<file path="config.mk">
export PLATFORM = sky130hd
export DESIGN_NAME = epp_core
export DESIGN_NICKNAME = d
export VERILOG_FILES = /design/src/hdl/epp_pkg.sv /design/src/hdl/epp_core.sv
export SDC_FILE = /design/constraint.sdc
export NUM_CORES = 1
export LEC_CHECK = 0
export BUFFER_PORTS_ARGS = -buffer_cell sky130_fd_sc_hd__buf_2
export CORE_MARGIN = 3
export CORE_UTILIZATION = 60
export DETAILED_ROUTE_END_ITERATION = 8
export PLACE_DENSITY = 0.92
export SLEW_MARGIN = 25
export SYNTH_ARGS = -nofsm -noshare
export SYNTH_HDL_FRONTEND = slang
export SYNTH_SLANG_ARGS = --single-unit
export TNS_END_PERCENT = 10
</file>
<file path="constraint.sdc">
create_clock -name clk -period 3.2 [get_ports clk]
set_input_delay 0.32 -clock clk [delete_from_list [all_inputs] [get_ports clk]]
set_output_delay 0.32 -clock clk [all_outputs]
set_load 0.01 [all_outputs]
</file>
<file path="src/hdl/epp_pkg.sv">
//********************************************************************
// epp_pkg: shared constants of the protect/erase/power command logic
//********************************************************************
// Purpose: opcodes, status layout, protection ranges and timing counts
// Assumes: 10 MHz system clock
// Notes:   timing figures are plain defaults, not device limits
package epp_pkg;
	// opcodes
	localparam logic [7:0] OP_SET_LATCH   = 8'h06;
	localparam logic [7:0] OP_CLR_LATCH   = 8'h04;
	localparam logic [7:0] OP_STAT_READ   = 8'h05;
	localparam logic [7:0] OP_STAT_WRITE  = 8'h01;
	localparam logic [7:0] OP_PAGE_ERASE  = 8'h42;
	localparam logic [7:0] OP_SECT_ERASE  = 8'hD8;
	localparam logic [7:0] OP_CHIP_ERASE  = 8'hC7;
	localparam logic [7:0] OP_SIG_RELEASE = 8'hAB;
	localparam logic [7:0] OP_DEEP_SLEEP  = 8'hB9;
	// status bit positions
	localparam int ST_HWPEN = 7;
	localparam int ST_BPH   = 3;
	localparam int ST_BPL   = 2;
	localparam int ST_LATCH = 1;
	localparam int ST_BUSY  = 0;
	// protection boundaries
	localparam logic [15:0] PROT_QUARTER = 16'hC000;
	localparam logic [15:0] PROT_HALF    = 16'h8000;
	// bit counts of a frame
	localparam logic [5:0] BITS_OPCODE = 6'h08;
	localparam logic [5:0] BITS_ADDR   = 6'h18;
	localparam logic [5:0] BITS_DATA   = 6'h10;
	// timing in microseconds, converted at 10 MHz
	localparam int CLK_MHZ            = 10;
	localparam int PAGE_ERASE_US      = 5000;
	localparam int SECT_ERASE_US      = 10000;
	localparam int CHIP_ERASE_US      = 10000;
	localparam int STAT_WRITE_US      = 5000;
	localparam int SLEEP_ENTRY_DLY_US = 3;
	localparam int WAKE_DLY_US        = 100;
	localparam int PAGE_ERASE_CYC = PAGE_ERASE_US * CLK_MHZ;
	localparam int SECT_ERASE_CYC = SECT_ERASE_US * CLK_MHZ;
	localparam int CHIP_ERASE_CYC = CHIP_ERASE_US * CLK_MHZ;
	localparam int STAT_WRITE_CYC = STAT_WRITE_US * CLK_MHZ;
	localparam int SLEEP_ENTRY_CYC = SLEEP_ENTRY_DLY_US * CLK_MHZ;
	localparam int WAKE_CYC        = WAKE_DLY_US * CLK_MHZ;
	// signature byte, value arbitrary
	localparam logic [7:0] SIGNATURE = 8'h5A;
	// power states
	typedef enum logic [2:0]
	{
		EPP_PWR_STANDBY  = 3'b001,
		EPP_PWR_ENTERING = 3'b010,
		EPP_PWR_ASLEEP   = 3'b100
	} epp_pwr_t;
	// self-timed job kinds
	typedef enum logic [2:0]
	{
		EPP_JOB_PAGE  = 3'b001,
		EPP_JOB_SECT  = 3'b010,
		EPP_JOB_CHIP  = 3'b100
	} epp_job_t;
endpackage

</file>
<file path="src/hdl/epp_core.sv">
//********************************************************************
// epp_core: serial command front end with protection and erase control
//********************************************************************
// Purpose: latch, status register, protection, erase and power-down
// Assumes: serial pins sampled on clk through two-stage synchronisers
// Notes:   array storage is outside; erase requests leave as strobes
// Functional notes
// RULE1: set-latch command sets latch, clear-latch clears; no write completes without it
// RULE2: latch clears at reset and after each completed clear, status write or erase
// RULE3: host sends set-latch first and raises select after eight bits
// RULE4: status read is answered at any time, even while busy; code does not answer it while asleep
// RULE5: status layout: protect enable 7, block bits 3 and 2, latch 1, busy 0
// RULE6: busy bit reads one during a self-timed cycle, zero otherwise
// RULE7: latch bit mirrors the latch; set and clear always update it; code ignores both while busy or asleep
// RULE8: block and protect-enable bits are kept and changed only by status write
// RULE9: block code 01 guards C000h up, 10 guards 8000h up, 11 guards all
// RULE10: hardware protection on only when protect pin low and enable bit one
// RULE11: hardware protection blocks only status writes, not array writes
// RULE12: latch clear rejects all writes; latch set follows block and hardware protection
// RULE13: page erase with two address bytes erases the addressed page to FFh
// RULE14: page erase starts only when select rises right after last address bit
// RULE15: page erase to a protected block is aborted
// RULE16: sector erase with address starts only on select rise after address
// RULE17: sector erase to a protected sector is aborted
// RULE18: chip erase is opcode only; starts on select rise after eighth bit
// RULE19: chip erase ignored whenever any block-protect bit is set
// RULE20: deep sleep entered only on select rise right after eighth bit
// RULE21: while asleep only signature-release is obeyed; it wakes after a delay
// RULE22: reset always comes up in standby
// RULE23: opcodes 06h set the latch and 04h clear it
// RULE24: opcodes 42h page erase, D8h sector erase, C7h chip erase
// RULE25: all bytes most significant bit first, sampled on rising serial clock
// RULE26: status write takes one data byte, then a self-timed busy cycle
module epp_core
(
	// system
	input  wire logic        clk,
	input  wire logic        nrst,
	// serial pins
	input  wire logic        cs_n,
	input  wire logic        sck,
	input  wire logic        si,
	output logic             so,
	output logic             so_oe_n,
	input  wire logic        wp_n,
	// nonvolatile status image, loaded at power-up
	input  wire logic [2:0]  nv_init,
	// erase requests to the array
	output logic             erase_req,
	output logic [2:0]       erase_kind,
	output logic [15:0]      erase_addr,
	// state views
	output logic             asleep,
	output logic [7:0]       protection_status
);
	//****************************************************************
	// pin synchronisers
	//****************************************************************
	logic [2:0] cs_sync_reg;
	logic [2:0] sck_sync_reg;
	logic [1:0] si_sync_reg;
	logic [1:0] wp_sync_reg;
	logic       cs_n_s;
	logic       sck_rise;
	logic       sck_fall;
	logic       cs_rise;
	logic       cs_fall;

	// third stage only feeds edge detection, never the first
	always_ff @(posedge clk or negedge nrst)
	begin
		if (!nrst)
		begin
			cs_sync_reg  <= 3'h7;
			sck_sync_reg <= 3'h0;
			si_sync_reg  <= 2'h0;
			wp_sync_reg  <= 2'h3;
		end
		else
		begin
			cs_sync_reg  <= {cs_sync_reg[1:0], cs_n};
			sck_sync_reg <= {sck_sync_reg[1:0], sck};
			si_sync_reg  <= {si_sync_reg[0], si};
			wp_sync_reg  <= {wp_sync_reg[0], wp_n};
		end
	end

	assign cs_n_s   = cs_sync_reg[1];
	assign sck_rise = sck_sync_reg[1] & ~sck_sync_reg[2];
	assign sck_fall = ~sck_sync_reg[1] & sck_sync_reg[2];
	assign cs_rise  = cs_sync_reg[1] & ~cs_sync_reg[2];
	assign cs_fall  = ~cs_sync_reg[1] & cs_sync_reg[2];

	//****************************************************************
	// serial shifter
	//****************************************************************
	logic [5:0]  bit_cnt_reg;
	logic [23:0] shift_reg;
	logic [7:0]  opcode_reg;

	// msb first, sampled on rising serial clock [RULE25]
	always_ff @(posedge clk or negedge nrst)
	begin
		if (!nrst)
		begin
			bit_cnt_reg <= 6'h00;
			shift_reg   <= 24'h000000;
			opcode_reg  <= 8'h00;
		end
		else if (cs_fall)
		begin
			bit_cnt_reg <= 6'h00;
		end
		else if (!cs_n_s && sck_rise)
		begin
			shift_reg <= {shift_reg[22:0], si_sync_reg[1]};
			if (bit_cnt_reg != 6'h3F)
				bit_cnt_reg <= bit_cnt_reg + 6'h01;
			if (bit_cnt_reg == epp_pkg::BITS_OPCODE - 6'h01)
				opcode_reg <= {shift_reg[6:0], si_sync_reg[1]};
		end
	end

	//****************************************************************
	// status and protection
	//****************************************************************
	logic        latch_reg;
	logic        hw_protect_enable_reg;
	logic [1:0]  block_protect_reg;
	logic        in_progress_flag;
	logic        hw_protected;
	logic        latch_flag;
	logic [15:0] frame_addr;

	// true when the block code guards this address [RULE9]
	function automatic logic addr_guarded(input logic [1:0] bp, input logic [15:0] a);
		unique case (bp)
			2'h0: addr_guarded = 1'b0;
			2'h1: addr_guarded = (a >= epp_pkg::PROT_QUARTER);
			2'h2: addr_guarded = (a >= epp_pkg::PROT_HALF);
			2'h3: addr_guarded = 1'b1;
		endcase
	endfunction

	assign hw_protected = ~wp_sync_reg[1] & hw_protect_enable_reg; // [RULE10]
	assign latch_flag   = latch_reg;                               // [RULE7]
	assign frame_addr   = shift_reg[15:0];
	// layout of the status byte [RULE5]
	always_comb
	begin
		protection_status                    = 8'h00;
		protection_status[epp_pkg::ST_HWPEN] = hw_protect_enable_reg;
		protection_status[epp_pkg::ST_BPH]   = block_protect_reg[1];
		protection_status[epp_pkg::ST_BPL]   = block_protect_reg[0];
		protection_status[epp_pkg::ST_LATCH] = latch_flag;
		protection_status[epp_pkg::ST_BUSY]  = in_progress_flag; // [RULE6]
	end

	//****************************************************************
	// frame-end decode
	//****************************************************************
	logic awake;
	logic go_set, go_clr, go_stat, go_page, go_sect, go_chip, go_sleep, go_wake;

	// a command other than release counts only if select rises right after its last bit
	assign awake    = ~asleep & ~in_progress_flag;
	assign go_set   = cs_rise & awake & (bit_cnt_reg == epp_pkg::BITS_OPCODE)
			& (opcode_reg == epp_pkg::OP_SET_LATCH);  // [RULE23] [RULE3]
	assign go_clr   = cs_rise & awake & (bit_cnt_reg == epp_pkg::BITS_OPCODE)
			& (opcode_reg == epp_pkg::OP_CLR_LATCH);  // [RULE23]
	// status write needs latch and no hardware guard [RULE11] [RULE12] [RULE26]
	assign go_stat  = cs_rise & awake & (bit_cnt_reg == epp_pkg::BITS_DATA)
			& (opcode_reg == epp_pkg::OP_STAT_WRITE) & latch_reg & ~hw_protected;
	// page erase at end of address, unguarded only [RULE14] [RULE15] [RULE24]
	assign go_page  = cs_rise & awake & (bit_cnt_reg == epp_pkg::BITS_ADDR) & latch_reg
			& (opcode_reg == epp_pkg::OP_PAGE_ERASE)
			& ~addr_guarded(block_protect_reg, frame_addr);
	// sector erase likewise [RULE16] [RULE17]
	assign go_sect  = cs_rise & awake & (bit_cnt_reg == epp_pkg::BITS_ADDR) & latch_reg
			& (opcode_reg == epp_pkg::OP_SECT_ERASE)
			& ~addr_guarded(block_protect_reg, frame_addr);
	// chip erase opcode only, refused under any block code [RULE18] [RULE19]
	assign go_chip  = cs_rise & awake & (bit_cnt_reg == epp_pkg::BITS_OPCODE) & latch_reg
			& (opcode_reg == epp_pkg::OP_CHIP_ERASE) & (block_protect_reg == 2'h0);
	assign go_sleep = cs_rise & awake & (bit_cnt_reg == epp_pkg::BITS_OPCODE)
			& (opcode_reg == epp_pkg::OP_DEEP_SLEEP);  // [RULE20]
	// release needs only the opcode, even if select rises late [RULE21]
	assign go_wake  = cs_rise & asleep & (bit_cnt_reg >= epp_pkg::BITS_OPCODE)
			& (opcode_reg == epp_pkg::OP_SIG_RELEASE);

	//****************************************************************
	// write-enable latch
	//****************************************************************
	// resets clear, completed cycles clear [RULE1] [RULE2] [RULE7]
	logic job_done;
	always_ff @(posedge clk or negedge nrst)
	begin
		if (!nrst)
			latch_reg <= 1'b0;
		else if (go_set)
			latch_reg <= 1'b1;
		else if (go_clr || job_done)
			latch_reg <= 1'b0;
	end

	//****************************************************************
	// self-timed cycle control
	//****************************************************************
	logic [16:0] job_cnt_reg;
	logic        job_is_stat_reg;
	logic [2:0]  pend_stat_reg;
	logic        nv_loaded_reg;

	assign in_progress_flag = (job_cnt_reg != 17'h00000); // [RULE6]
	assign job_done         = (job_cnt_reg == 17'h00001);

	// counts down the active cycle, busy ends on the last count [RULE13]
	always_ff @(posedge clk or negedge nrst)
	begin
		if (!nrst)
		begin
			job_cnt_reg     <= 17'h00000;
			job_is_stat_reg <= 1'b0;
			pend_stat_reg   <= 3'h0;
		end
		else if (go_page)
			job_cnt_reg <= 17'(epp_pkg::PAGE_ERASE_CYC);
		else if (go_sect)
			job_cnt_reg <= 17'(epp_pkg::SECT_ERASE_CYC);
		else if (go_chip)
			job_cnt_reg <= 17'(epp_pkg::CHIP_ERASE_CYC);
		else if (go_stat)
		begin
			job_cnt_reg     <= 17'(epp_pkg::STAT_WRITE_CYC);
			job_is_stat_reg <= 1'b1;
			pend_stat_reg   <= {shift_reg[epp_pkg::ST_HWPEN],
				shift_reg[epp_pkg::ST_BPH], shift_reg[epp_pkg::ST_BPL]};
		end
		else if (in_progress_flag)
		begin
			job_cnt_reg <= job_cnt_reg - 17'h00001;
			if (job_done)
				job_is_stat_reg <= 1'b0;
		end
	end

	// nonvolatile bits: image taken after reset, changed only by status write [RULE8]
	always_ff @(posedge clk or negedge nrst)
	begin
		if (!nrst)
		begin
			nv_loaded_reg         <= 1'b0;
			hw_protect_enable_reg <= 1'b0;
			block_protect_reg     <= 2'h0;
		end
		else if (!nv_loaded_reg)
		begin
			nv_loaded_reg         <= 1'b1;
			hw_protect_enable_reg <= nv_init[2];
			block_protect_reg     <= nv_init[1:0];
		end
		else if (job_done && job_is_stat_reg)
		begin
			hw_protect_enable_reg <= pend_stat_reg[2];
			block_protect_reg     <= pend_stat_reg[1:0];
		end
	end

	// erase strobe to the array, address held until the next request [RULE13] [RULE16] [RULE18]
	always_ff @(posedge clk or negedge nrst)
	begin
		if (!nrst)
		begin
			erase_req  <= 1'b0;
			erase_kind <= 3'h0;
			erase_addr <= 16'h0000;
		end
		else
		begin
			erase_req <= go_page | go_sect | go_chip;
			if (go_page)
				erase_kind <= epp_pkg::EPP_JOB_PAGE;
			else if (go_sect)
				erase_kind <= epp_pkg::EPP_JOB_SECT;
			else if (go_chip)
				erase_kind <= epp_pkg::EPP_JOB_CHIP;
			if (go_page || go_sect)
				erase_addr <= frame_addr;
			else if (go_chip)
				erase_addr <= 16'h0000;
		end
	end

	//****************************************************************
	// power state
	//****************************************************************
	epp_pkg::epp_pwr_t pwr_reg;
	logic [9:0]        pwr_cnt_reg;
	logic              waking_reg;

	// reset lands in standby [RULE22]; wake delay runs before commands [RULE21]
	always_ff @(posedge clk or negedge nrst)
	begin
		if (!nrst)
		begin
			pwr_reg     <= epp_pkg::EPP_PWR_STANDBY;
			pwr_cnt_reg <= 10'h000;
			waking_reg  <= 1'b0;
		end
		else
		begin
			unique case (pwr_reg)
				epp_pkg::EPP_PWR_STANDBY:
				begin
					if (pwr_cnt_reg != 10'h000)
						pwr_cnt_reg <= pwr_cnt_reg - 10'h001;
					else
						waking_reg <= 1'b0;
					if (go_sleep)
					begin
						pwr_reg     <= epp_pkg::EPP_PWR_ENTERING;
						pwr_cnt_reg <= 10'(epp_pkg::SLEEP_ENTRY_CYC);
					end
				end
				epp_pkg::EPP_PWR_ENTERING:
				begin
					if (pwr_cnt_reg != 10'h000)
						pwr_cnt_reg <= pwr_cnt_reg - 10'h001;
					else
						pwr_reg <= epp_pkg::EPP_PWR_ASLEEP;
				end
				epp_pkg::EPP_PWR_ASLEEP:
				begin
					if (go_wake)
					begin
						pwr_reg     <= epp_pkg::EPP_PWR_STANDBY;
						pwr_cnt_reg <= 10'(epp_pkg::WAKE_CYC);
						waking_reg  <= 1'b1;
					end
				end
			endcase
		end
	end

	// commands are refused from sleep entry until the wake delay ends
	assign asleep = (pwr_reg != epp_pkg::EPP_PWR_STANDBY) | waking_reg;

	//****************************************************************
	// serial output
	//****************************************************************
	logic [7:0] out_byte_reg;
	logic       out_en_reg;

	// status may be read mid-cycle, so busy never gates it [RULE4]
	always_ff @(posedge clk or negedge nrst)
	begin
		if (!nrst)
		begin
			out_byte_reg <= 8'h00;
			out_en_reg   <= 1'b0;
		end
		else if (cs_n_s)
			out_en_reg <= 1'b0;
		else if (sck_fall)
		begin
			if (bit_cnt_reg == epp_pkg::BITS_OPCODE && !asleep
				&& opcode_reg == epp_pkg::OP_STAT_READ)
			begin
				out_byte_reg <= protection_status;
				out_en_reg   <= 1'b1;
			end
			else if (bit_cnt_reg[2:0] == 3'h0 && bit_cnt_reg >= epp_pkg::BITS_ADDR
				&& opcode_reg == epp_pkg::OP_SIG_RELEASE && !in_progress_flag)
			begin
				out_byte_reg <= epp_pkg::SIGNATURE;
				out_en_reg   <= 1'b1;
			end
			else if (out_en_reg && bit_cnt_reg[2:0] == 3'h0
				&& opcode_reg == epp_pkg::OP_STAT_READ)
				out_byte_reg <= protection_status;  // repeats while clocked
			else
				out_byte_reg <= {out_byte_reg[6:0], out_byte_reg[7]};
		end
	end

	assign so      = out_byte_reg[7];
	assign so_oe_n = ~out_en_reg;
endmodule

</file>
Yosys cells after proc, flatten, opt, wreduce, memory -nomap -nowiden
Index checks and enable logic that the tools add are counted.
Storage, ports and cells
  bits in registers: 109
  bits of input ports: 9
  output and inout port bits: 31
  word-level logic and storage cells: 179
Cells by class
  add/sub/neg operators: 3
  magnitude comparators: 4
  equal/unequal tests: 27
  multiplexer cells: 41
  bitwise operators: 44
  reductions and logical operators: 38
Operators by type and width (number)
  two-way mux 17 bit: 5
  equality test 8 bit, second input constant: 4
  greater-or-equal comparator 16 bit, second input constant: 2
  two-way mux 16 bit: 2
  two-way mux 10 bit: 3
  case mux 10 bit (3 select lines): 1
  AND 1 bit: 27
  equality test 8 x 3 -> 1 bit, second input constant: 3
  two-way mux 8 bit: 3
  two-way mux 3 bit: 6
  two-way mux 6 bit: 3
  equality test 17 x 1 -> 1 bit, second input constant: 1
  nonzero test 17 bit: 1
  subtractor 17 x 1 -> 17 bit, second input constant: 1
  nonzero test 2 bit: 8
  inverter 1 bit: 14
  two-way mux 1 bit: 13
  equality test 6 x 5 -> 1 bit, second input constant: 2
  nonzero test 10 bit: 1
  subtractor 10 x 1 -> 10 bit, second input constant: 1
  logical AND 1 bit: 9
  case mux 3 bit (3 select lines): 1
  AND reduction 3 bit: 3
  equality test 8 x 1 -> 1 bit, second input constant: 1
  28 further kinds: 42

Longest topological paths before layout
Gate-level depths: netlist of run 1.
  depth after elaboration: 13
  depth in mapped cells: 10
  mapped depth without buffers: 9

Worst setup path after synthesis of run 1
No wires, ideal clock.
  path kind: flip-flop to flip-flop
  start: register job_cnt_reg[0]
  end: register pwr_cnt_reg[8]
  setup time: 0.124 ns
  arrival time: 2.423 ns
  required time: 3.076 ns
  path slack: 0.653 ns
  stages on the path, launching flop included: 10
  buffers on the path: 1
  clock period less this slack: 2.547 ns
  path through: dfrtp_1 inv_1 ha_1 or4b_2 nor4_4 inv_2 nor4_2 buf_4 o21ai_1 a211o_1
Between the ends
  word-level cells in the longest chain between the ends: 8
RTL lines
  from (decl): RTL line epp_core.sv:209  | logic [16:0] job_cnt_reg;
  from (signal assigned): RTL line epp_core.sv:227  | job_cnt_reg <= 17'(epp_pkg::PAGE_ERASE_CYC);
  from (signal assigned): RTL line epp_core.sv:229  | job_cnt_reg <= 17'(epp_pkg::SECT_ERASE_CYC);
  from (signal assigned): RTL line epp_core.sv:231  | job_cnt_reg <= 17'(epp_pkg::CHIP_ERASE_CYC);
  nonzero test 17 bit: RTL line epp_core.sv:214  | assign in_progress_flag = (job_cnt_reg != 17'h00000);
  inverter 1 bit: RTL line epp_core.sv:166  | assign awake = ~asleep & ~in_progress_flag;
  AND 1 bit: RTL line epp_core.sv:166
  AND 1 bit (2 in series): RTL line epp_core.sv:185  | assign go_sleep = cs_rise & awake & (bit_cnt_reg == epp_pkg::BITS_OPCODE)
  AND 1 bit: RTL line epp_core.sv:186  | & (opcode_reg == epp_pkg::OP_DEEP_SLEEP);
  two-way mux 10 bit: RTL line epp_core.sv:319  | if (go_sleep)
  case mux 10 bit (3 select lines): RTL line epp_core.sv:312  | unique case (pwr_reg)
  to (signal assigned): RTL line epp_core.sv:316  | pwr_cnt_reg <= pwr_cnt_reg - 10'h001;
  to (signal assigned): RTL line epp_core.sv:322  | pwr_cnt_reg <= 10'(epp_pkg::SLEEP_ENTRY_CYC);
  to (signal assigned): RTL line epp_core.sv:328  | pwr_cnt_reg <= pwr_cnt_reg - 10'h001;
  to (decl): RTL line epp_core.sv:298  | logic [9:0] pwr_cnt_reg;
No other way between the ends.
A chain may end at the register's enable or synchronous reset.

Worst setup path after layout of run 1
  start: register job_cnt_reg[0]
  end: register erase_addr[13]
Between the ends
  word-level cells in the longest chain between the ends: 10
  elaborated cells on any way between the ends: 17
  those cells by class: 1 x mux; 13 x bitwise; 3 x reduce/logical
RTL lines
  nonzero test 17 bit (*): RTL line epp_core.sv:214
  inverter 1 bit (*): RTL line epp_core.sv:166
  AND 1 bit (*): RTL line epp_core.sv:166
  AND 1 bit (*): RTL line epp_core.sv:175, epp_core.sv:179, epp_core.sv:183
  AND 1 bit (2 in series): RTL line epp_core.sv:175, epp_core.sv:179
  AND 1 bit (on tied branches): RTL line epp_core.sv:176, epp_core.sv:180
  AND 1 bit (on tied branches): RTL line epp_core.sv:177, epp_core.sv:181
  logical OR 1 bit: RTL line epp_core.sv:287  | if (go_page || go_sect)
  two-way mux 16 bit or nonzero test 2 bit (tied branches)
  to (signal assigned): RTL line epp_core.sv:288  | erase_addr <= frame_addr;
  to (decl): RTL line epp_core.sv:51  | output logic [15:0] erase_addr,
Mark *: on every way between the ends. The rest lies on a longest branch, timed or not.

==> impl_results.rst, run 1 <==
.. list-table::
   :header-rows: 1

   * - Metric
     - Value
   * - Number of nets with antenna violations after routing
     - 0
   * - Most common library cell in the layout ignoring fill and taps
     - sky130_fd_sc_hd__dfrtp_1
   * - Worst VDD drop
     - between 300 and 400 uV
   * - Overflow after GRT
     - 0
   * - Average detailed-routed wire length per instance
     - 17.53 um
   * - Async set-or-reset flop fraction in the synthesized netlist
     - 100.0%
   * - Synthesized area per cell
     - between 10 and 15 um^2
   * - Area of the core
     - 8258 um^2
   * - Worst hold path class
     - in2reg
   * - Starting utilization of the core area
     - between 60% and 70%
   * - Routability Congestion
     - 0.9452
   * - Worst-path cell chain
     - inv_1, ha_1, or4b_2, nor4_4, inv_2, nor4_4, o21ai_1, buf_4, a22o_1
   * - Setup Buffers After CTS
     - 0
   * - XOR/XNOR share of the synthesized area
     - 3.087%
   * - Number of antenna repair diodes
     - 0
   * - Final clock skew
     - 0.01378 ns
   * - Tightest hold margin
     - between 0.03 and 0.04 ns
   * - Number of buffer and inverter stages on the critical path
     - 3
   * - Dpl hpwl
     - 7.567 mm
   * - CTS H-Tree Depth
     - 3
   * - Synthesized flop and latch total
     - 109
   * - Cell family with most CP delay
     - simple AND/OR/NAND/NOR gates
   * - Cell mode on critical path
     - sky130_fd_sc_hd__nor4_4
   * - Result of the run
     - finished clean
   * - Overall track demand over capacity in global routing
     - around a quarter
   * - Unique masters post-synth
     - 58
   * - Share of synthesized area occupied by flip-flops and latches
     - between 50% and 60%
   * - Most used DFF post-synth
     - sky130_fd_sc_hd__dfrtp_1
   * - Area fraction in and, or, nand and nor cells after synthesis
     - 18.75%
   * - Final layout net count
     - 520
   * - Final routed DRC violation total
     - 0
   * - Power per Cell Area
     - between 400 and 500 nW/um^2
   * - Lkg Pwr
     - 2.694 nW
   * - Critical-path cell with the highest stage delay
     - sky130_fd_sc_hd__or4b_2
   * - Main combinational cell family by area after synthesis
     - simple AND/OR/NAND/NOR gates
   * - Fraction of the mapped netlist area in compound gates
     - around 13%
   * - Final slew viol count
     - 0
   * - Detailed-route wire length
     - 10.78 mm
   * - Headroom to the max-slew limit
     - between 40 and 50%
   * - TritonCTS clock tree
     - built
   * - TritonCTS buffer count
     - 9
   * - Row count
     - 33
   * - Number of global-route vias before repair
     - 3,769
   * - I/O pins
     - 40
   * - CP required
     - between 3 and 4 ns
   * - Critical Path Sink Type
     - register
   * - Clock Root Buffer
     - sky130_fd_sc_hd__clkbuf_8
   * - Pin count of the biggest net entering global routing
     - 79
   * - Horizontal die dimension
     - 98.25 um
   * - Mux share of post-synthesis cell area
     - 6.297%
   * - Number of buffers between clock root and the deepest sink
     - 2
   * - Tcrit/Tclk final
     - 91.96%
   * - Number of I/O port buffers
     - 36
   * - Data arrival time of the critical path
     - ~3.2 ns
   * - Number of flip-flops in the largest register
     - 17
   * - Clock edge transition at the registers on the reported setup and hold paths
     - 0.11 ns
   * - Synthesized-area fraction occupied by adder cells
     - between 1 and 1.5%
   * - Global-route wire length before repair
     - 18.49 mm
   * - Layout cell share with drive strength beyond 1
     - 20.78%
   * - Area of the die
     - 9653 um^2
   * - Synthesized instance count
     - 471
   * - Routed via count divided by cell count
     - 6.301
   * - Final setup TNS
     - 0 ns
   * - Via count of the routed design
     - 3,875
   * - Upper clock frequency limit
     - 0.3398 GHz
   * - Setup repair after global routing missed its margin
     - no
   * - Layout overhead on the synthesized area
     - 9.042%
   * - Die height
     - 98.25 um
   * - Delay of the slowest cell on the worst path
     - approximately 0.63 ns
   * - Setup CP Type
     - reg2reg
   * - Number of setup violations in the final report
     - 0
   * - Transition time at the pin with the least slew margin
     - 0.7503 ns
   * - Startpoint kind of the worst setup timing path
     - register
   * - TritonCTS sink count
     - roughly 110
   * - CTS-repair resized insts
     - 0
   * - Area of the mapped netlist
     - 5106 um^2
   * - Hold violation total from the final report
     - 0
   * - Number of warnings printed during yosys synthesis
     - 0
   * - Maximum capacitance violations
     - 0
   * - Source-to-sink clock delay at the later pin of the worst-skew pair
     - around 0.38 ns
   * - First-pass detailed-route iteration total
     - 5
   * - Number of flops mapped to enable cells by yosys
     - 0
   * - Maximum fanout along the worst path
     - 15
   * - Shortest period the worst path allows
     - 2.943 ns
   * - Initial antenna violation count
     - 0
   * - Count of routing violations after the opening detailed-route iteration
     - 294
   * - Leading cell types in the layout, fill and taps excluded
     - 103 x sky130_fd_sc_hd__dfrtp_1, 35 x sky130_fd_sc_hd__buf_2, 33 x sky130_fd_sc_hd__nor2_1
   * - PnR Total Power
     - 2.480 mW
## path summary, 6_finish.rpt
kind / from / endpoint / slack, ns / depth (start not counted)
worst max-delay path: job_cnt_reg[0]$_DFFE_PN0P_ / erase_addr[13]$_DFFE_PN0P_ / 0.26 / 9
worst min-delay path: cs_n / cs_sync_reg[0]$_DFF_PN1_ / 0.03 / 1
worst max register to register: job_cnt_reg[0]$_DFFE_PN0P_ / erase_addr[13]$_DFFE_PN0P_ / 0.26 / 9
worst min register to register: sck_sync_reg[0]$_DFF_PN0_ / sck_sync_reg[1]$_DFF_PN0_ / 0.36 / 0
max in group asynchronous: nrst / wp_sync_reg[0]$_DFF_PN1_ / 1.91 / 3
min in group asynchronous: nrst / erase_addr[13]$_DFFE_PN0P_ / 0.52 / 2
## worst register-to-register path: stages, from the launching register on
cell and delay (ns):
sky130_fd_sc_hd__dfrtp_1 0.42, sky130_fd_sc_hd__inv_1 0.13, sky130_fd_sc_hd__ha_1 0.18, sky130_fd_sc_hd__or4b_2 0.63, sky130_fd_sc_hd__nor4_4 0.26, sky130_fd_sc_hd__inv_2 0.21
sky130_fd_sc_hd__nor4_4 0.39, sky130_fd_sc_hd__o21ai_1 0.16, sky130_fd_sc_hd__buf_4 0.22, sky130_fd_sc_hd__a22o_1 0.24
## area by class of cell
type                    instances  area (um^2)
clock buffers                   9        123.9
clock inverters                 7        80.08
fillers                       606         2690
inverters                      16        60.06
multi-input cells             324         2181
flip-flops and latches        109         2735
well taps                     105        131.4
repair buffers                 45        256.5
## Yosys cell counts, types with 3 or more instances
cell                         n  area [um^2]
sky130_fd_sc_hd__buf_4       8        60.06
sky130_fd_sc_hd__a22o_1     16        140.1
sky130_fd_sc_hd__clkbuf_1   10        37.54
sky130_fd_sc_hd__ha_1        6        75.07
sky130_fd_sc_hd__inv_1      14        52.55
sky130_fd_sc_hd__xnor2_1    10        87.58
sky130_fd_sc_hd__xor2_1      8        70.07
sky130_fd_sc_hd__or3b_2      3        26.28
sky130_fd_sc_hd__o21ai_1     5        25.02
sky130_fd_sc_hd__and3_1      4        25.02
sky130_fd_sc_hd__a211o_1     5        43.79
sky130_fd_sc_hd__nand4_1     7        43.79
sky130_fd_sc_hd__nand2_1    27        101.4
sky130_fd_sc_hd__o21a_1      3        22.52
sky130_fd_sc_hd__nor3_1     14        70.07
sky130_fd_sc_hd__o21ai_0    29        145.1
sky130_fd_sc_hd__mux2_2     25        281.5
sky130_fd_sc_hd__a21o_1      4        30.03
sky130_fd_sc_hd__o22a_1      3        26.28
sky130_fd_sc_hd__dfstp_2     6        157.7
sky130_fd_sc_hd__nand3_1    13        65.06
sky130_fd_sc_hd__nand4b_1    3        26.28
sky130_fd_sc_hd__mux2i_1     4        40.04
sky130_fd_sc_hd__nor2_1     33        123.9
sky130_fd_sc_hd__or3_1       5        31.28
sky130_fd_sc_hd__a21oi_1    23        115.1
sky130_fd_sc_hd__nor4_1     14        87.58
sky130_fd_sc_hd__nor2b_1     4        25.02
sky130_fd_sc_hd__or4_1       8        60.06
sky130_fd_sc_hd__nor3b_1     5        37.54
sky130_fd_sc_hd__dfrtp_1   103         2577
sky130_fd_sc_hd__and2_1      7        43.79
sky130_fd_sc_hd__a31oi_1     3        18.77
## logic make-up after synthesis
group | after synthesis
AND/OR/NAND/NOR | 165
flip-flops | 109
AO/OA/AOI/OAI | 102
buffers and inverters | 40
multiplexers | 29
XOR/XNOR | 18
adder cells (fa/ha/maj) | 6
other | 2
## metrics by stage
stage                     area, um^2  worst slack [ns]  cells  utilization [%]
after floorplan                 5114            0.6535    473                -
after global routing            5568           0.05546    615            67.42
after global placement          5350            0.4507    598            64.79
final                           5568            0.2572    615            67.42
after detailed placement        5350            0.2995    598            64.79
after CTS                       5554            0.2686    614            67.26
## layer usage
| metal | global-route usage, % | vias up | part of all wire, % | routed length [um] |
|---|---|---|---|---|
| met5 | 0 | - | 0 | 0 |
| met4 | 9.034 | 0 | 2.8 | 305 |
| met3 | 5.500 | 35 | 5.6 | 601 |
| met2 | 38.12 | 155 | 49 | 5249 |
| met1 | 31.51 | 1913 | 43 | 4627 |
| li1 | - | 1772 | - | - |
## power breakdown
| part | switching, mW | internal (mW) | leakage [nW] |
|---|---|---|---|
| logic | 0.0820 | 0.0640 | 1.13 |
| registers | 0.0625 | 1.44 | 1.46 |
| clock network | 0.517 | 0.313 | 0.105 |
## repair_timing
action,in CTS,in global routing
hold endpoints to repair,0,16
hold buffers,0,1
setup endpoints to repair,0,0
No activity file was read; power rests on OpenSTA's default activity.
==> inputs of run 2 (changes only) <==
--- a/config.mk
+++ b/config.mk
@@ -6,8 +6,10 @@
 export NUM_CORES = 1
 export LEC_CHECK = 0
 export BUFFER_PORTS_ARGS = -buffer_cell sky130_fd_sc_hd__buf_2
+export CORE_ASPECT_RATIO = 0.7
 export CORE_MARGIN = 3
 export CORE_UTILIZATION = 60
+export CTS_BUF_LIST = sky130_fd_sc_hd__clkbuf_2
 export DETAILED_ROUTE_END_ITERATION = 8
 export PLACE_DENSITY = 0.92
 export SLEW_MARGIN = 25
==> run 2 against run 1 <==
Against the previous run: clock-buffer cell count did not move; clock skew increased by 0.0094 ns; die area increased by 0.19%; worst setup slack lost 0.12 ns; register-to-register slack worse by 0.08 ns; clock power fell by 25%; total power is 7.9% lower; worst hold slack better by 0.21 ns; critical path depth fell by 3; global-route usage grew 0.90 points; largest power group unchanged; highest routed layer unchanged.
==> impl_results.rst, run 2 (synthesized netlist as in run 1, its figures left out) <==
.. list-table::
   :header-rows: 1

   * - Metric
     - Value
   * - Setup Buffers After CTS
     - 0 (unchanged)
   * - Transition time at the pin with the least slew margin
     - 0.9178 ns (was 0.7503 ns)
   * - Most common library cell in the layout ignoring fill and taps
     - sky130_fd_sc_hd__dfrtp_1 (unchanged)
   * - Critical Path Sink Type
     - primary output (was register)
   * - Upper clock frequency limit
     - 0.3264 GHz (was 0.3398 GHz)
   * - Clock edge transition at the registers on the reported setup and hold paths
     - 0.30 ns (was 0.11 ns)
   * - Worst hold path class
     - in2async (was in2reg)
   * - Number of I/O port buffers
     - 36 (unchanged)
   * - Number of setup violations in the final report
     - 0 (unchanged)
   * - Routed via count divided by cell count
     - 6.344 (was 6.301)
   * - Overall track demand over capacity in global routing
     - 24.56% (was 23.66%)
   * - Worst-path cell chain
     - inv_1, ha_1, or4b_2, nor4_4, inv_2, buf_2 (was inv_1, ha_1, or4b_2, nor4_4, inv_2, nor4_4, o21ai_1, buf_4, a22o_1)
   * - Pin count of the biggest net entering global routing
     - 58 (was 79)
   * - Layout cell share with drive strength beyond 1
     - 20.35% (was 20.78%)
   * - Final clock skew
     - 0.02315 ns (was 0.01378 ns)
   * - Area of the core
     - 8074 um^2 (was 8258 um^2)
   * - Fill cell instance count of the final layout
     - 601 (was 606)
   * - Setup CP Type
     - reg2out (was reg2reg)
   * - Final layout net count
     - 526 (was 520)
   * - Power per Cell Area
     - 412.3 nW/um^2 (was 445.4 nW/um^2)
   * - Global-route wire length before repair
     - 18.89 mm (was 18.49 mm)
   * - Area of the die
     - 9671 um^2 (was 9653 um^2)
   * - First-pass detailed-route iteration total
     - 6 (was 5)
   * - Worst VDD drop
     - 308.9 uV (was 395.3 uV)
   * - Cell family with most CP delay
     - simple AND/OR/NAND/NOR gates (unchanged)
   * - Number of antenna repair diodes
     - 0 (unchanged)
   * - Detailed-route wire length
     - 11.01 mm (was 10.78 mm)
   * - Maximum fanout along the worst path
     - 15 (unchanged)
   * - Overflow after GRT
     - 0 (unchanged)
   * - Starting utilization of the core area
     - 63.24% (was 61.83%)
   * - Depth of the worst register-to-register path
     - 9 (unchanged)
   * - Dpl hpwl
     - 7.598 mm (was 7.567 mm)
   * - Row count
     - 27 (was 33)
   * - Number of global-route vias before repair
     - 3,849 (was 3,769)
   * - Final slew viol count
     - 0 (unchanged)
   * - Data arrival time of the critical path
     - 2.74 ns (was 3.21 ns)
   * - Initial antenna violation count
     - 0 (unchanged)
   * - Number of nets with antenna violations after routing
     - 0 (unchanged)
   * - Critical path depth in cells
     - 6 (was 9)
   * - Layout overhead on the synthesized area
     - 8.478% (was 9.042%)
   * - I/O pins
     - 40 (unchanged)
   * - Maximum capacitance violations
     - 0 (unchanged)
   * - CP required
     - 2.88 ns (was 3.47 ns)
   * - Shortest period the worst path allows
     - 3.063 ns (was 2.943 ns)
   * - Headroom to the max-slew limit
     - 38.68% (was 49.87%)
   * - TritonCTS buffer count
     - 9 (unchanged)
   * - Critical-path cell with the highest stage delay
     - sky130_fd_sc_hd__or4b_2 (unchanged)
   * - Startpoint kind of the worst setup timing path
     - register (unchanged)
   * - Post-Layout Cell Count
     - 617 (was 615)
   * - Source-to-sink clock delay at the later pin of the worst-skew pair
     - 0.63 ns (was 0.38 ns)
   * - Dpl cells
     - 593 (was 598)
   * - Count of routing violations after the opening detailed-route iteration
     - 417 (was 294)
   * - TritonCTS clock tree
     - built (unchanged)
   * - Setup repair after global routing missed its margin
     - no (unchanged)
   * - Routability Congestion
     - 0.8655 (was 0.9452)
   * - CTS H-Tree Depth
     - 3 (unchanged)
   * - Final setup TNS
     - 0 ns (unchanged)
   * - Number of buffer and inverter stages on the critical path
     - 3 (unchanged)
   * - Hold violation total from the final report
     - 0 (unchanged)
   * - Final routed DRC violation total
     - 0 (unchanged)
   * - Horizontal die dimension
     - 116.3 um (was 98.25 um)
   * - Lkg Pwr
     - 2.687 nW (was 2.694 nW)
   * - Average detailed-routed wire length per instance
     - 17.85 um (was 17.53 um)
   * - Die height
     - 83.19 um (was 98.25 um)
   * - Clock Root Buffer
     - sky130_fd_sc_hd__clkbuf_2 (was sky130_fd_sc_hd__clkbuf_8)
   * - Via count of the routed design
     - 3,914 (was 3,875)
   * - Number of flip-flops in the largest register
     - 17 (unchanged)
   * - Result of the run
     - finished clean (unchanged)
   * - Leading cell types in the layout, fill and taps excluded
     - 103 x sky130_fd_sc_hd__dfrtp_1, 35 x sky130_fd_sc_hd__buf_2, 33 x sky130_fd_sc_hd__nor2_1 (unchanged)
   * - Delay of the slowest cell on the worst path
     - 0.63 ns (about the same)
   * - Number of buffers between clock root and the deepest sink
     - 2 (unchanged)
   * - Tcrit/Tclk final
     - 95.73% (was 91.96%)
   * - TritonCTS sink count
     - 109 (unchanged)
run 2: final cells by class:
class / instances / area [um^2] / area share [%]
Multi-Input combinational cell: 324 / 2181 / 39.37
Tap cell: 101 / 126.4 / 2.281
Clock inverter: 7 / 63.81 / 1.152
Inverter: 16 / 60.06 / 1.084
Clock buffer: 9 / 45.04 / 0.8132
Sequential cell: 109 / 2735 / 49.38
Timing Repair Buffer: 51 / 327.8 / 5.918
run 2: timing repair:
action / CTS / global route
endpoints found under the hold margin: 61 / 0
endpoints found under the setup margin: 0 / 0
resized for setup: 0 / 0
hold buffers: 8 / 0
run 2: metrics by stage:
| stage | area (um^2) | utilization [%] | total power, mW | hold WS [ns] | setup WS (ns) |
|---|---|---|---|---|---|
| floorplan | 5114 | - | 1.597 | 0.02441 | 0.6535 |
| global placement | 5350 | 66.26 | 1.664 | 0.3349 | 0.4615 |
| detailed placement | 5350 | 66.26 | 1.678 | 0.3387 | 0.2787 |
| CTS | 5539 | 68.60 | 2.301 | 0.2417 | 0.1403 |
| global route | 5539 | 68.60 | 2.388 | 0.2465 | 0.01782 |
| finish | 5539 | 68.60 | 2.284 | 0.2398 | 0.1365 |
run 2: worst paths after layout:
check | start | slack [ns] | end
worst min-delay path | nrst | 0.24 | pwr_cnt_reg[5]$_DFFE_PN0P_
worst max register to register | job_cnt_reg[0]$_DFFE_PN0P_ | 0.18 | erase_addr[4]$_DFFE_PN0P_
worst min register to register | wp_sync_reg[0]$_DFF_PN1_ | 0.38 | wp_sync_reg[1]$_DFF_PN1_
worst max-delay path | job_cnt_reg[0]$_DFFE_PN0P_ | 0.14 | protection_status[0]
min in group clk | cs_n | 0.28 | cs_sync_reg[0]$_DFF_PN1_
max in group asynchronous | nrst | 2.15 | wp_sync_reg[1]$_DFF_PN1_
run 2: worst register-to-register path, cell delays in order (launching register included):
cell and delay (ns):
sky130_fd_sc_hd__dfrtp_1 0.48, sky130_fd_sc_hd__inv_1 0.14, sky130_fd_sc_hd__ha_1 0.18, sky130_fd_sc_hd__or4b_2 0.63
sky130_fd_sc_hd__nor4_4 0.27, sky130_fd_sc_hd__inv_2 0.23, sky130_fd_sc_hd__nor4_4 0.39, sky130_fd_sc_hd__o21ai_1 0.13
sky130_fd_sc_hd__buf_4 0.23, sky130_fd_sc_hd__a22o_1 0.27
run 2: metal layers:
| metal | share of wire [%] | track usage [%] | routed length [um] |
|---|---|---|---|
| met1 | 46 | 36.42 | 5047 |
| met4 | 1.5 | 8.325 | 167 |
| met2 | 46 | 35.62 | 5048 |
| met5 | 0 | 0 | 0 |
| met3 | 6.8 | 5.681 | 750 |
run 2: power breakdown:
group | internal, mW | leakage, nW | total (mW) | switching [mW]
Sequential | 1.45 | 1.46 | 1.51 | 0.0647
Combinational | 0.0702 | 1.16 | 0.153 | 0.0829
Clock | 0.126 | 0.0687 | 0.620 | 0.494
Total | 1.64 | 2.69 | 2.28 | 0.642
==> inputs of run 3 (changes only) <==
--- a/config.mk
+++ b/config.mk
@@ -5,7 +5,7 @@
 export SDC_FILE = /design/constraint.sdc
 export NUM_CORES = 1
 export LEC_CHECK = 0
-export BUFFER_PORTS_ARGS = -buffer_cell sky130_fd_sc_hd__buf_2
+export BUFFER_PORTS_ARGS = -buffer_cell sky130_fd_sc_hd__buf_4
 export CORE_ASPECT_RATIO = 0.7
 export CORE_MARGIN = 3
 export CORE_UTILIZATION = 60
==> run 3 against run 2 <==
Against the previous run: fmax rose by 1.0%; die area did not move; total power rose by 1.5%; cell area rose by 1.4%; critical endpoint is now erase_kind[0]$_DFFE_PN0P_.
==> impl_results.rst, run 3 (synthesized netlist as in run 1, its figures left out) <==
.. list-table::
   :header-rows: 1

   * - Metric
     - Value
   * - Detailed-route wire length
     - 10.68 mm (was 11.01 mm)
   * - Horizontal die dimension
     - 116.3 um (unchanged)
   * - Overall track demand over capacity in global routing
     - 23.04% (was 24.56%)
   * - I/O pins
     - 40 (unchanged)
   * - Tcrit/Tclk final
     - 94.77% (was 95.73%)
   * - Maximum capacitance violations
     - 0 (unchanged)
   * - Area of the die
     - 9671 um^2 (unchanged)
   * - First-pass detailed-route iteration total
     - 5 (was 6)
   * - Global-route wire length before repair
     - 17.70 mm (was 18.89 mm)
   * - Final routed DRC violation total
     - 0 (unchanged)
   * - Number of nets with antenna violations after routing
     - 0 (unchanged)
   * - TritonCTS buffer count
     - 9 (unchanged)
   * - Die height
     - 83.19 um (unchanged)
   * - Row count
     - 27 (unchanged)
   * - Part of the power in the clock network
     - 28.1% (was 27.1%)
   * - Result of the run
     - finished clean (unchanged)
   * - Setup Buffers After CTS
     - 0 (unchanged)
   * - Clock edge transition at the registers on the reported setup and hold paths
     - 0.30 ns (about the same)
   * - Routability Congestion
     - 0.9067 (was 0.8655)
   * - Transition time at the pin with the least slew margin
     - 0.9010 ns (was 0.9178 ns)
   * - Lkg Pwr
     - 2.697 nW (was 2.687 nW)
   * - Most common library cell in the layout ignoring fill and taps
     - sky130_fd_sc_hd__dfrtp_1 (unchanged)
   * - Number of global-route vias before repair
     - 3,570 (was 3,849)
   * - TritonCTS sink count
     - 109 (unchanged)
   * - Power per Cell Area
     - 412.4 nW/um^2 (was 412.3 nW/um^2)
   * - Overflow after GRT
     - 0 (unchanged)
   * - Number of I/O port buffers
     - 36 (unchanged)
   * - Average detailed-routed wire length per instance
     - 17.33 um (was 17.85 um)
   * - Hold violation total from the final report
     - 0 (unchanged)
   * - Part of the power in combinational logic
     - 6.7% (about the same)
   * - Area of the core
     - 8074 um^2 (unchanged)
   * - Final slew viol count
     - 0 (unchanged)
   * - Number of setup violations in the final report
     - 0 (unchanged)
   * - TritonCTS clock tree
     - built (unchanged)
   * - Number of buffers between clock root and the deepest sink
     - 2 (unchanged)
   * - Data arrival time of the critical path
     - 3.62 ns (was 2.74 ns)
   * - Setup CP Type
     - reg2reg (was reg2out)
   * - Via count of the routed design
     - 3,894 (was 3,914)
   * - Final layout net count
     - 525 (was 526)
   * - Number of antenna repair diodes
     - 0 (unchanged)
   * - Cell-internal power
     - 1.718 mW (was 1.642 mW)
   * - Leading cell types in the layout, fill and taps excluded
     - 103 x sky130_fd_sc_hd__dfrtp_1, 42 x sky130_fd_sc_hd__buf_4, 33 x sky130_fd_sc_hd__nor2_1 (was 103 x sky130_fd_sc_hd__dfrtp_1, 35 x sky130_fd_sc_hd__buf_2, 33 x sky130_fd_sc_hd__nor2_1)
   * - Worst hold path class
     - in2async (unchanged)
   * - Layout overhead on the synthesized area
     - 10.02% (was 8.478%)
   * - Worst VDD drop
     - 335.9 uV (was 308.9 uV)
   * - Worst reg-to-reg setup slack
     - 0.17 ns (was 0.18 ns)
   * - Clock Root Buffer
     - sky130_fd_sc_hd__clkbuf_2 (unchanged)
   * - Layout cell share with drive strength beyond 1
     - 20.19% (was 20.35%)
   * - RR Startpoint
     - job_cnt_reg[0]$_DFFE_PN0P_ (unchanged)
   * - Headroom to the max-slew limit
     - 39.80% (was 38.68%)
   * - Share of total power consumed by net switching
     - 25.83% (was 28.09%)
   * - CP required
     - 3.78 ns (was 2.88 ns)
   * - Reg power frac
     - 65.2% (was 66.2%)
   * - P_sw
     - 0.5986 mW (was 0.6415 mW)
   * - Critical Path Sink Type
     - register (was primary output)
   * - Pin count of the biggest net entering global routing
     - 46 (was 58)
   * - Dpl hpwl
     - 7.425 mm (was 7.598 mm)
   * - Maximum fanout along the worst path
     - 15 (unchanged)
   * - Final setup TNS
     - 0 ns (unchanged)
   * - Upper clock frequency limit
     - 0.3298 GHz (was 0.3264 GHz)
   * - Number of flip-flops in the largest register
     - 17 (unchanged)
   * - Starting utilization of the core area
     - 63.24% (unchanged)
   * - Source-to-sink clock delay at the later pin of the worst-skew pair
     - 0.61 ns (was 0.63 ns)
   * - Routed via count divided by cell count
     - 6.321 (was 6.344)
   * - Startpoint kind of the worst setup timing path
     - register (unchanged)
   * - Shortest period the worst path allows
     - 3.033 ns (was 3.063 ns)
   * - Depth of the worst register-to-register path
     - 8 (was 9)
   * - CTS H-Tree Depth
     - 3 (unchanged)
   * - Count of routing violations after the opening detailed-route iteration
     - 360 (was 417)
   * - Initial antenna violation count
     - 0 (unchanged)
   * - Final clock skew
     - 0.03903 ns (was 0.02315 ns)
   * - Tightest hold margin
     - 0.1953 ns (was 0.2398 ns)
   * - End of the worst register-to-register path
     - erase_kind[0]$_DFFE_PN0P_ (was erase_addr[4]$_DFFE_PN0P_)
   * - Setup repair after global routing missed its margin
     - no (unchanged)
-- run 3: cell type report --
type	count	area, um^2
well taps	101	126.4
flip-flops and latches	109	2735
fillers	568	2456
repair buffers	50	395.4
inverters	16	60.06
multi-input cells	324	2181
clock buffers	11	55.05
clock inverters	5	65.06
-- run 3: routing by layer --
metal	part of all wire, %	vias to the layer above	wire [um]	GRT usage (%)
li1	-	1791	-	-
met1	45	1921	4829	35.29
met2	46	163	4877	32.55
met3	7.7	19	819	6.191
met4	1.4	0	150	6.006
met5	0	-	0	0
-- run 3: worst max path at each step --
stage                                       endpoint  slack [ns]  depth (start not counted)                        from
after detailed placement   erase_kind[0]$_DFFE_PN0P_        0.25                          8  job_cnt_reg[0]$_DFFE_PN0P_
after global routing            protection_status[0]        0.04                          6  job_cnt_reg[0]$_DFFE_PN0P_
after floorplan           pwr_cnt_reg[8]$_DFFE_PN0P_        0.65                          9  job_cnt_reg[0]$_DFFE_PN0P_
after global placement     erase_addr[1]$_DFFE_PN0P_        0.46                          9  job_cnt_reg[0]$_DFFE_PN0P_
after CTS                       protection_status[0]        0.16                          6  job_cnt_reg[0]$_DFFE_PN0P_
final                      erase_kind[0]$_DFFE_PN0P_        0.17                          8  job_cnt_reg[0]$_DFFE_PN0P_
-- run 3: power groups by stage --
stage          sequential [mW]  combinational, mW  clock, mW
5_1_grt                   1.52              0.179      0.735
4_1_cts                   1.51              0.157      0.667
3_5_place_dp              1.53              0.150          0
6_report                  1.51              0.156      0.650
3_3_place_gp              1.53              0.142          0
2_1_floorplan             1.51             0.0885          0
-- run 3: timing repair --
item	in CTS	in global routing
hold buffers	8	0
endpoints found under the hold margin	50	0
gates resized for setup	0	0
-- run 3: worst max-delay path: stages, from the launching register on --
cell and delay, ns:
sky130_fd_sc_hd__dfrtp_1 0.47, sky130_fd_sc_hd__inv_1 0.14, sky130_fd_sc_hd__ha_1 0.18, sky130_fd_sc_hd__or4b_2 0.63, sky130_fd_sc_hd__nor4_4 0.28, sky130_fd_sc_hd__inv_2 0.22, sky130_fd_sc_hd__or4_1 0.55, sky130_fd_sc_hd__nor4_1 0.43
sky130_fd_sc_hd__a21o_1 0.14
-- run 3: through the flow --
stage / instances / cell area (um^2) / power (mW) / setup WS (ns) / utilization, %
after floorplan: 473 / 5114 / 1.597 / 0.6535 / -
after global placement: 592 / 5418 / 1.669 / 0.4571 / 67.10
after detailed placement: 592 / 5418 / 1.681 / 0.2536 / 67.10
after CTS: 616 / 5618 / 2.333 / 0.1611 / 69.58
after global routing: 616 / 5618 / 2.434 / 0.04319 / 69.58
final: 616 / 5618 / 2.317 / 0.1674 / 69.58
